**src/logic/clwd_defs.vh**
```
// Purpose: Constants for the communication link watchdog block
// Assumes: 250 MHz system clock, 16-bit parameter words
// Notes:   Offsets are parameter addresses of the register port
`ifndef CLWD_DEFS_VH
`define CLWD_DEFS_VH

// ----------------------------------------
// Register offsets
// ----------------------------------------
`define CLWD_ADDR_FB_CFG        12'h0e6
`define CLWD_ADDR_IP_RESET      12'h207
`define CLWD_ADDR_L1_GAP        12'h256
`define CLWD_ADDR_L1_WDG        12'h257
`define CLWD_ADDR_L1_PARITY     12'h258
`define CLWD_ADDR_FB_WDG        12'h25b
`define CLWD_ADDR_AO_MASK       12'h25c
`define CLWD_ADDR_STATUS        12'h260

// ----------------------------------------
// Reset values
// ----------------------------------------
`define CLWD_RST_FB_CFG         16'h0000
`define CLWD_RST_L1_GAP         16'h0002
`define CLWD_RST_L1_WDG         16'h0000
`define CLWD_RST_L1_PARITY      16'h0001
`define CLWD_RST_FB_WDG         16'h0000
`define CLWD_RST_AO_MASK        16'h0000

// ----------------------------------------
// Field positions
// ----------------------------------------
`define CLWD_NODE_LSB           0
`define CLWD_NODE_MSB           7
`define CLWD_BAUD_LSB           8
`define CLWD_BAUD_MSB           11
`define CLWD_WTYPE_LSB          12
`define CLWD_WTYPE_MSB          15
`define CLWD_LEGAL_BIT_GEN      15
`define CLWD_LEGAL_BIT_PROF     11
`define CLWD_AO_BITS            3

// ----------------------------------------
// Encodings
// ----------------------------------------
`define CLWD_PAR_NONE_1S        2'h0
`define CLWD_PAR_NONE_2S        2'h1
`define CLWD_PAR_EVEN_1S        2'h2
`define CLWD_PAR_ODD_1S         2'h3
`define CLWD_BAUD_125K          4'h0
`define CLWD_BAUD_250K          4'h1
`define CLWD_BAUD_500K          4'h2
`define CLWD_BAUD_AUTO          4'h3
`define CLWD_WT_LEVEL           4'h0
`define CLWD_WT_TOGGLE          4'h1
`define CLWD_WT_STATE           4'h2

// ----------------------------------------
// Timing
// ----------------------------------------
`define CLWD_CLK_MHZ            250
`define CLWD_MS_NS              1000000
`define CLWD_CLK_NS             4
`define CLWD_MS_CYCLES          (`CLWD_MS_NS / `CLWD_CLK_NS)
`define CLWD_TENTH_S_MS         24'd100
`define CLWD_RESET_KEY_S        5

`endif

```
**src/logic/clwd_comm_link_watchdog.v**
```verilog
// Purpose: Idle-gap end of message, framing select and two link watchdogs
// Assumes: Synchronous register port, one-cycle strobes from the link logic
// Notes:   Settings are captured into working copies only on control reset
// Functional notes
// - Link message ends after idle gap of 1 to 10000 ms, default 2; the code takes 0 as 1 and uses values above 10000 as written.
// - Nonzero link timeout in 0.1 s steps raises link alarm without legal message.
// - Framing code: 0 none/1 stop, 1 none/2 stop, 2 even, 3 odd.
// - Saved settings act only after power-up or control board reset.
// - Fieldbus alarm when no legal write within fieldbus timeout in ms.
// - Fieldbus timeout zero disables alarm; default zero.
// - Fieldbus watchdog arms only after first legal message.
// - Alarm clears once timeout is zero and device is reset.
// - Fieldbus alarm suppressed while link data is not used.
// - Config word: node bits 0-7, baud bits 8-11, watchdog type 12-15.
// - Takeover mask: one bit per analog output, set means fieldbus drives it.
// - Fieldbus baud code: 0 125k, 1 250k, 2 500k, 3 automatic.
`timescale 1ns/100ps
`include "clwd_defs.vh"

module clwd_comm_link_watchdog #(
	parameter MS_CYCLES = `CLWD_MS_CYCLES,
	parameter KEY_HOLD_MS = `CLWD_RESET_KEY_S * 1000
) (
	input  wire        sys_clk,
	input  wire        sys_rst,
	input  wire        reg_wr,
	input  wire        reg_rd,
	input  wire [11:0] reg_addr,
	input  wire [15:0] reg_wdata,
	output reg  [15:0] reg_rdata,
	output wire        reg_ack,
	input  wire        link1_char_rx,
	output reg         link1_msg_done,
	input  wire        link1_legal_msg,
	output wire [1:0]  link1_parity_mode,
	output wire        link1_two_stop,
	output wire        link1_parity_en,
	output wire        link1_parity_odd,
	input  wire        fb_word_wr,
	input  wire [15:0] fb_word,
	input  wire        fb_profile_mode,
	input  wire        fb_state_ok,
	input  wire        link_data_used,
	input  wire        reset_key,
	input  wire        control_board_reset_cmd,
	output wire [7:0]  fieldbus_node_id,
	output wire [3:0]  fieldbus_bit_rate_code,
	output wire [3:0]  fieldbus_watchdog_type,
	output wire [2:0]  analog_out_takeover,
	output reg         link1_watchdog_alarm,
	output reg         comm_suspended_alarm
);

	// ----------------------------------------
	// Millisecond tick and counters
	// ----------------------------------------
	reg  [17:0] ms_div_q;
	reg         ms_tick_q;
	reg  [15:0] key_cnt_q;
	reg         key_fired_q;
	reg         ctl_reset_q;

	// Saved (written) settings
	reg  [15:0] s_fb_cfg_q;
	reg  [15:0] s_gap_q;
	reg  [15:0] s_l1wdg_q;
	reg  [15:0] s_par_q;
	reg  [15:0] s_fbwdg_q;
	reg  [15:0] s_ao_q;
	reg  [15:0] ip_reset_q;

	// Working settings, loaded at control reset
	reg  [15:0] w_fb_cfg_q;
	reg  [15:0] w_gap_q;
	reg  [23:0] w_l1wdg_ms_q;
	reg  [1:0]  w_par_q;
	reg  [15:0] w_fbwdg_q;
	reg  [2:0]  w_ao_q;

	reg  [15:0] gap_cnt_q;
	reg         gap_run_q;
	reg  [23:0] l1_cnt_q;
	reg  [15:0] fb_cnt_q;
	reg         fb_armed_q;
	reg         fb_last15_q;

	wire        fb_legal;
	wire        fb_legal_bit;

	// Register port answers in the cycle of the strobe
	assign reg_ack = reg_wr | reg_rd;

	// Working outputs
	assign fieldbus_node_id       = w_fb_cfg_q[`CLWD_NODE_MSB:`CLWD_NODE_LSB];
	assign fieldbus_bit_rate_code = w_fb_cfg_q[`CLWD_BAUD_MSB:`CLWD_BAUD_LSB];
	assign fieldbus_watchdog_type = w_fb_cfg_q[`CLWD_WTYPE_MSB:`CLWD_WTYPE_LSB];
	assign analog_out_takeover    = w_ao_q;
	assign link1_parity_mode      = w_par_q;
	assign link1_two_stop         = (w_par_q == `CLWD_PAR_NONE_2S);
	assign link1_parity_en        = w_par_q[1];
	assign link1_parity_odd       = (w_par_q == `CLWD_PAR_ODD_1S);

	// Legal message detection per watchdog type and profile
	assign fb_legal_bit = fb_profile_mode ? fb_word[`CLWD_LEGAL_BIT_PROF]
	                                      : fb_word[`CLWD_LEGAL_BIT_GEN];
	assign fb_legal = fb_word_wr & (
		fb_profile_mode ? fb_legal_bit :
		(fieldbus_watchdog_type == `CLWD_WT_TOGGLE) ? (fb_legal_bit != fb_last15_q) :
		(fieldbus_watchdog_type == `CLWD_WT_STATE)  ? fb_state_ok :
		fb_legal_bit);

	// Next count reaches the limit; shared by the gap and both watchdogs
	// Widened to 24 bits so the longest link timeout cannot wrap
	function clwd_reached;
		input [23:0] cnt;
		input [23:0] lim;
		begin
			clwd_reached = (cnt + 24'h000001) >= lim;
		end
	endfunction

	// ----------------------------------------
	// Millisecond tick and reset key hold
	// ----------------------------------------
	always @(posedge sys_clk) begin
		if (sys_rst) begin
			ms_div_q    <= 18'h00000;
			ms_tick_q   <= 1'b0;
			key_cnt_q   <= 16'h0000;
			key_fired_q <= 1'b0;
			ctl_reset_q <= 1'b1;
		end else begin
			ms_tick_q <= 1'b0;
			if (ms_div_q == MS_CYCLES[17:0] - 18'h00001) begin
				ms_div_q  <= 18'h00000;
				ms_tick_q <= 1'b1;
			end else begin
				ms_div_q <= ms_div_q + 18'h00001;
			end
			// Key held longer than the hold time gives one reset
			if (!reset_key) begin
				key_cnt_q   <= 16'h0000;
				key_fired_q <= 1'b0;
			end else if (ms_tick_q && !key_fired_q) begin
				key_cnt_q <= key_cnt_q + 16'h0001;
			end
			ctl_reset_q <= 1'b0;
			if (reset_key && !key_fired_q && key_cnt_q > KEY_HOLD_MS[15:0]) begin
				key_fired_q <= 1'b1;
				ctl_reset_q <= 1'b1;
			end
			if (control_board_reset_cmd)
				ctl_reset_q <= 1'b1;
		end
	end

	// ----------------------------------------
	// Saved settings written over the port
	// ----------------------------------------
	always @(posedge sys_clk) begin
		if (sys_rst) begin
			s_fb_cfg_q <= `CLWD_RST_FB_CFG;
			s_gap_q    <= `CLWD_RST_L1_GAP;
			s_l1wdg_q  <= `CLWD_RST_L1_WDG;
			s_par_q    <= `CLWD_RST_L1_PARITY;
			s_fbwdg_q  <= `CLWD_RST_FB_WDG;
			s_ao_q     <= `CLWD_RST_AO_MASK;
			ip_reset_q <= 16'h0000;
		end else if (reg_wr) begin
			case (reg_addr)
			`CLWD_ADDR_FB_CFG:    s_fb_cfg_q <= reg_wdata;
			`CLWD_ADDR_IP_RESET:  ip_reset_q <= reg_wdata;
			`CLWD_ADDR_L1_GAP:    s_gap_q    <= reg_wdata;
			`CLWD_ADDR_L1_WDG:    s_l1wdg_q  <= reg_wdata;
			`CLWD_ADDR_L1_PARITY: s_par_q    <= {14'h0000, reg_wdata[1:0]};
			`CLWD_ADDR_FB_WDG:    s_fbwdg_q  <= reg_wdata;
			`CLWD_ADDR_AO_MASK:   s_ao_q     <= {13'h0000, reg_wdata[2:0]};
			default: ;
			endcase
		end
	end

	// Read mux; unmapped offsets read zero
	always @(posedge sys_clk) begin
		if (sys_rst) begin
			reg_rdata <= 16'h0000;
		end else if (reg_rd) begin
			case (reg_addr)
			`CLWD_ADDR_FB_CFG:    reg_rdata <= s_fb_cfg_q;
			`CLWD_ADDR_IP_RESET:  reg_rdata <= ip_reset_q;
			`CLWD_ADDR_L1_GAP:    reg_rdata <= s_gap_q;
			`CLWD_ADDR_L1_WDG:    reg_rdata <= s_l1wdg_q;
			`CLWD_ADDR_L1_PARITY: reg_rdata <= s_par_q;
			`CLWD_ADDR_FB_WDG:    reg_rdata <= s_fbwdg_q;
			`CLWD_ADDR_AO_MASK:   reg_rdata <= s_ao_q;
			`CLWD_ADDR_STATUS:    reg_rdata <= {13'h0000, fb_armed_q,
			                                    comm_suspended_alarm, link1_watchdog_alarm};
			default:              reg_rdata <= 16'h0000;
			endcase
		end
	end

	// ----------------------------------------
	// Working copies loaded at control reset
	// ----------------------------------------
	always @(posedge sys_clk) begin
		if (sys_rst) begin
			w_fb_cfg_q   <= `CLWD_RST_FB_CFG;
			w_gap_q      <= `CLWD_RST_L1_GAP;
			w_l1wdg_ms_q <= 24'h000000;
			w_par_q      <= `CLWD_PAR_NONE_2S;
			w_fbwdg_q    <= `CLWD_RST_FB_WDG;
			w_ao_q       <= 3'h0;
		end else if (ctl_reset_q) begin
			w_fb_cfg_q   <= s_fb_cfg_q;
			w_gap_q      <= (s_gap_q == 16'h0000) ? 16'h0001 : s_gap_q;
			// Steps of 0.1 s in ms; 60000 steps need 23 bits
			// Product formed at 24 bits so no step count is cut
			w_l1wdg_ms_q <= {8'h00, s_l1wdg_q} * `CLWD_TENTH_S_MS;
			w_par_q      <= s_par_q[1:0];
			w_fbwdg_q    <= s_fbwdg_q;
			w_ao_q       <= s_ao_q[`CLWD_AO_BITS-1:0];
		end
	end

	// ----------------------------------------
	// Idle gap end-of-message detect
	// ----------------------------------------
	always @(posedge sys_clk) begin
		if (sys_rst || ctl_reset_q) begin
			gap_cnt_q      <= 16'h0000;
			gap_run_q      <= 1'b0;
			link1_msg_done <= 1'b0;
		end else begin
			link1_msg_done <= 1'b0;
			if (link1_char_rx) begin
				gap_cnt_q <= 16'h0000;
				gap_run_q <= 1'b1;
			end else if (gap_run_q && ms_tick_q) begin
				// Gap measured in whole ms ticks since the last char
				if (clwd_reached({8'h00, gap_cnt_q}, {8'h00, w_gap_q})) begin
					gap_run_q      <= 1'b0;
					link1_msg_done <= 1'b1;
				end
				gap_cnt_q <= gap_cnt_q + 16'h0001;
			end
		end
	end

	// ----------------------------------------
	// Serial link watchdog
	// ----------------------------------------
	always @(posedge sys_clk) begin
		if (sys_rst || ctl_reset_q) begin
			l1_cnt_q             <= 24'h000000;
			link1_watchdog_alarm <= 1'b0;
		end else if (w_l1wdg_ms_q == 24'h000000) begin
			// Zero timeout leaves the link unsupervised
			l1_cnt_q             <= 24'h000000;
			link1_watchdog_alarm <= 1'b0;
		end else if (link1_legal_msg) begin
			l1_cnt_q <= 24'h000000;
		end else if (ms_tick_q && !link1_watchdog_alarm) begin
			l1_cnt_q <= l1_cnt_q + 24'h000001;
			if (clwd_reached(l1_cnt_q, w_l1wdg_ms_q))
				link1_watchdog_alarm <= 1'b1;
		end
	end

	// ----------------------------------------
	// Fieldbus watchdog
	// ----------------------------------------
	always @(posedge sys_clk) begin
		if (sys_rst || ctl_reset_q) begin
			fb_cnt_q             <= 16'h0000;
			fb_armed_q           <= 1'b0;
			fb_last15_q          <= 1'b0;
			comm_suspended_alarm <= 1'b0;
		end else begin
			if (fb_word_wr)
				fb_last15_q <= fb_legal_bit;
			if (w_fbwdg_q == 16'h0000 || !link_data_used) begin
				fb_cnt_q             <= 16'h0000;
				comm_suspended_alarm <= 1'b0;
				if (fb_legal)
					fb_armed_q <= 1'b1;
			end else if (fb_legal) begin
				fb_armed_q <= 1'b1;
				fb_cnt_q   <= 16'h0000;
			end else if (fb_armed_q && ms_tick_q && !comm_suspended_alarm) begin
				fb_cnt_q <= fb_cnt_q + 16'h0001;
				// Counting stops once raised; only a control reset, a zero
				// timeout or unused link data brings the alarm back down
				if (clwd_reached({8'h00, fb_cnt_q}, {8'h00, w_fbwdg_q}))
					comm_suspended_alarm <= 1'b1;
			end
		end
	end

endmodule

```
**config.mk**
```make
export PLATFORM = sky130hd
export DESIGN_NAME = clwd_comm_link_watchdog
export DESIGN_NICKNAME = d
export VERILOG_FILES = /design/src/logic/clwd_comm_link_watchdog.v
export VERILOG_INCLUDE_DIRS = /design/src /design/src/logic
export SDC_FILE = /design/constraint.sdc
export NUM_CORES = 1
export LEC_CHECK = 0
export BUFFER_PORTS_ARGS = -buffer_cell sky130_fd_sc_hd__buf_4
export CAP_MARGIN = 30
export CORE_UTILIZATION = 40
export DETAILED_ROUTE_END_ITERATION = 8
export HOLD_SLACK_MARGIN = 0.12
export PLACE_DENSITY = 0.67
export REMOVE_ABC_BUFFERS = 1
export SLEW_MARGIN = 20
export SYNTH_ARGS = -nofsm -noshare
export SYNTH_HDL_FRONTEND = slang
export SYNTH_SLANG_ARGS = --single-unit
```
**constraint.sdc**
```tcl
create_clock -name sys_clk -period 4.08 [get_ports sys_clk]
set_input_delay 1.224 -clock sys_clk [delete_from_list [all_inputs] [get_ports sys_clk]]
set_output_delay 1.224 -clock sys_clk [all_outputs]
set_load 0.02 [all_outputs]
```
* Word level (Yosys, flattened, before mapping) *
Cells that the tools add are included.
W data, S select, Z words.

operators by class
  eq/ne operators = 15
  magnitude comparators = 4
  $add $sub $neg = 7
  bitwise logic cells = 6
  mux-type cells = 14
  $mul = 1
  reduce and logical (&&, ||, !) cells = 37

operators with widths
  cell                     count
  $pmux W16 S8             1
  $eq A12 B10 Y1 const B   7
  $add A16 B1 Y16 const B  3
  $add A16 B1 Y17 const B  2
  $ge A17 B16 Y1           2
  $logic_not A16 Y1        2
  $add A24 B1 Y24 const B  1
  $ge A24 B23 Y1           1
  $logic_not A24 Y1        1
  $mul A16 B5 Y21 const B  1
  $add A18 B1 Y18 const B  1
  $eq A18 B18 Y1 const B   1
  $gt A16 B13 Y1 const B   1
  $mux W16                 1
  $reduce_and A2 Y1        8
  $eq A12 B8 Y1 const B    1
  $mux W1                  12
  $reduce_or A2 Y1         6
  $reduce_or A3 Y1         3
  $logic_and A1 B1 Y1      7
  $reduce_and A3 Y1        2
  $eq A4 B1 Y1 const B     1
  $eq A4 B2 Y1 const B     1
  $logic_not A1 Y1         4
  other kinds (9)          14

storage, ports and cells
  input port bits = 56
  output and inout port bits = 44
  flip-flop bits (word level) = 274

* Longest topological paths before layout *
  word-level depth = 7
  mapped depth = 12

* Worst setup path before layout *
Ideal clock, no wire load.

  kind = in2out
  from = input reg_wr
  to = output reg_ack
  setup slack = 908 ps
  required time = 2856 ps
  arrival = 1948 ps
  cell stages on the path = 3
  cells stage by stage = clkbuf_1 -> clkbuf_1 -> or2_2

on the way
  cells in the longest elaborated chain, start to end = 1

ends and longest elaborated chain
  item                RTL line                      text
  start: declaration  clwd_comm_link_watchdog.v:26  input wire reg_wr,
  $or A1 B1 Y1        clwd_comm_link_watchdog.v:91  assign reg_ack = reg_wr | reg_rd;
  end: declaration    clwd_comm_link_watchdog.v:31  output wire reg_ack,

No other way between the ends.

* Worst setup path after layout *
  from = register s_l1wdg_q[2]
  to = register w_l1wdg_ms_q[18]

on the way
  cells in the longest elaborated chain, start to end = 1

ends and longest elaborated chain
  item                       RTL line                       text
  start: declaration         clwd_comm_link_watchdog.v:66   reg [15:0] s_l1wdg_q;
  start signal: assignment   clwd_comm_link_watchdog.v:164  s_l1wdg_q <= `CLWD_RST_L1_WDG;
  start signal: assignment   clwd_comm_link_watchdog.v:174  `CLWD_ADDR_L1_WDG: s_l1wdg_q <= reg_wdata;
  $mul A16 B5 Y21 (no line)  n/a
  end signal: assignment     clwd_comm_link_watchdog.v:219  w_l1wdg_ms_q <= {8'h00, s_l1wdg_q} * `CLWD_TENTH_S_MS;
  end: declaration           clwd_comm_link_watchdog.v:75   reg [23:0] w_l1wdg_ms_q;

No other way between the ends.
A chain may end at the register's enable or synchronous reset.

==> results.md <==
* Die Ht at 195 microns
* PwrDens at 336 mW/mm^2
* Cts hold-fix bufs at 0
* CP Data Required Time at 4510 ps
* DRC at 0
* Clk sink count at 274
* CTS tree: done
* Register area at 0.00549 sq mm
* Crit. End Element: register
* Startpoint types: register
* Synth-to-layout area growth at 14.3%
* Row cnt at 70
* Critical path's slowest cell: a21oi_1
* Post-cts resize count at 0
* DR iter-0 viols at 627
* Total gr overflow at 0
* Final max-slew violation count at 0
* DPL Wire Length at 27.4 mm
* CTS buffer count at 28
* Worst path max stage delay at 620 ps
* H-Tree Depth at 1
* Top Family by Delay on Critical Path: adder cells
* Multi-input logic area at 0.00872 sq mm
* Fin crit share at 87.6%
* LEAKAGE at 7.28 nW
* Class of the worst hold path: reg2reg
* RSZ-0062 raised after global routing: no
* DR vias at 12300
* IO Pins at 100
* Drt total wl at 37.3 mm
* Fraction of layout cells with a size suffix above 1 at 9.78%
* Fill cells at 3530
* Initial Util at 40.8%
* GPL Wtd Cong at 0.870
* Vias in the first global route at 12000
* First-pass GRT wire length at 60.8 mm
* Post-synthesis cell count at 1772
* Sequential fraction of the synthesis area at 36.6%
* F_max at 280 MHz
* Max-cap viol count at 0
* Final std cells w/o fill at 2309
* Yosys warnings at 0
* Detailed-route wire length per cell at 16.1 microns
* Syn_area_per_cell at 8.45 sq um
* Core Box Area at 0.0367 sq mm
* Gr usage total at 19.3%
* Vias per cell at 5.34
* Power Total at 0.00574 W
* Final setup vio count at 0
* Tightest Pin Transition at 817 ps
* Crit-path cells: ha_1 > ha_1 > fa_1 > ha_1 > nor2b_1 > o31ai_1 > a21oi_1 > a2111o_1 > o221ai_1
* Hold Fails Final Rpt at 0
* Largest net degree at the start of global routing at 77
* Yosys cell types at 75
* Worst skew pair latency at 600 ps
* Main synth FF type: dfxtp_1
* Initial antenna violation count at 2
* # nets final at 2001
* Post-Syn Area at 0.0150 sq mm
* Post-synth EDFFs at 0
* Async SR Flop Fraction at 0%
* Clk_skew at 49.3 ps
* Die ar. at 0.0382 sq mm
* Worst-path fanout max at 9
* Post-CTS Setup Inserts at 0
* Setup CP Type: reg2reg
* Antenna-violating nets left at 0
* CP most frequent cell: ha_1
* Buffers on Ports at 85
* Slew margin rel. at 45.6%
* Chip Width at 195 microns
* Root buffer cell: clkbuf_16
* Crit path buffers/inverters at 0
* Clk buf depth at 3
* Hold WS at 454 ps
* Critical path arrival at 4000 ps
* Outcome: finished, final reports clean
* Clk pin slew, worst setup/hold paths at 70 ps
* Post-Place Cells at 2258
* DR pass1 iterations at 5
* Max IR drop VDD at 0.397 mV
* Period minus WS final at 3570 ps
* #FFs+latches synth at 274
==> tightest hold or removal path: stages, from the launching register on <==
cell and delay [ps]:
dfxtp_1 310, nand2_1 50, a21oi_1 50
==> metrics by stage <==
| step | worst slack [ps] | util (%) | TNS (ps) | cell area [sq um] |
|---|---|---|---|---|
| after global placement | 704 | 43.6 | 0 | 16000 |
| after floorplan | -524 | - | -8660 | 14600 |
| final | 506 | 46.6 | 0 | 17100 |
| after detailed placement | 656 | 43.7 | 0 | 16100 |
| after global routing | 325 | 46.6 | 0 | 17100 |
| after CTS | 537 | 46.6 | 0 | 17100 |
==> registers in the layout (all words and copies together) (netlist names), 2 cells and up <==
register,count
ip_reset_q,16
s_fb_cfg_q,16
gap_cnt_q,16
analog_out_takeover,3
w_gap_q,16
s_l1wdg_q,16
link1_parity_mode,2
s_ao_q,3
key_cnt_q,16
w_l1wdg_ms_q,21
w_fbwdg_q,16
fb_cnt_q,16
s_fbwdg_q,16
s_par_q,2
s_gap_q,16
reg_rdata,16
l1_cnt_q,24
ms_div_q,18
w_fb_cfg_q,16
==> cell usage after synthesis, drive strengths merged, types with 26 or more instances <==
cell / number / area, sq um
a21oi: 96 / 480
o21ai: 29 / 145
nand3: 61 / 315
xor2: 51 / 447
inv: 113 / 424
clkbuf: 70 / 263
nor4: 26 / 163
a22o: 29 / 254
nand2: 187 / 702
nor2: 227 / 855
ha: 113 / 1410
xnor2: 74 / 648
a22oi: 31 / 233
nor3: 34 / 170
nand4: 39 / 250
mux2i: 93 / 931
dfxtp: 274 / 5490
==> report_power, final <==
group	leakage, nW	total, W	switching (W)	internal (W)
logic	4.57	0.000185	0.000117	0.0000681
clock network	0.507	0.00287	0.00111	0.00175
registers	2.21	0.00269	0.0000101	0.00268
total	7.28	0.00574	0.00124	0.00450
==> cell type report <==
class	instances	area share, %
diodes	1	0.0146
clock inverters	8	1.13
well taps	468	3.42
inverters	113	2.48
repair buffers	109	4.92
flip-flops and latches	274	32.1
multi-input cells	1295	51.0
clock buffers	41	4.97
==> routing by layer <==
metal | vias to the layer above | global-route usage [%] | routed length, microns
li1 | 6255 | - | -
met1 | 5786 | 24.1 | 16600
met2 | 229 | 33.9 | 17900
met3 | 67 | 2.88 | 1630
met4 | 0 | 6.42 | 1100
met5 | - | 0 | 0
==> layout by cell type, fill, tap and decap left out, types with 5 or more instances in the layout <==
master     instances
xnor2_1           74
a211oi_1          14
buf_4            107
nand2_1          187
and2_1             8
clkbuf_8          10
or2_2              7
mux2i_1           93
a21o_1            17
clkbuf_16         28
o21a_1             8
xor2_1            51
o211ai_1          10
o21ai_0           28
o31ai_1            6
nor4_1            26
or3_1             17
and4_1             5
a22o_1            29
and3_1            14
fa_1              11
nand2b_1           7
inv_1            112
a22oi_1           31
nor3_1            34
nor2_1           226
nand3_1           59
nor2b_1            9
bufinv_16          5
nand4_1           38
dfxtp_1          273
a21oi_1           96
ha_1             113
or4_1              6
==> worst paths after layout <==
path / depth (start not counted) / slack, ps / from / end
setup reg to reg: 9 / 510 / s_l1wdg_q[2] / w_l1wdg_ms_q[18]
hold reg to reg: 2 / 450 / ip_reset_q[13] / ip_reset_q[13]
setup / recovery: 9 / 510 / s_l1wdg_q[2] / w_l1wdg_ms_q[18]
hold / removal: 2 / 450 / ip_reset_q[13] / ip_reset_q[13]
==> logic make-up after synthesis <==
logic type	synth area share, %
AND/OR/NAND/NOR	20.8
AO/OA/AOI/OAI	12.6
flip-flops	36.6
buffers and inverters	5.23
XOR/XNOR	7.31
adder cells (fa/ha/maj)	10.9
multiplexers	6.44
No activity file was read; power rests on OpenSTA's default activity.
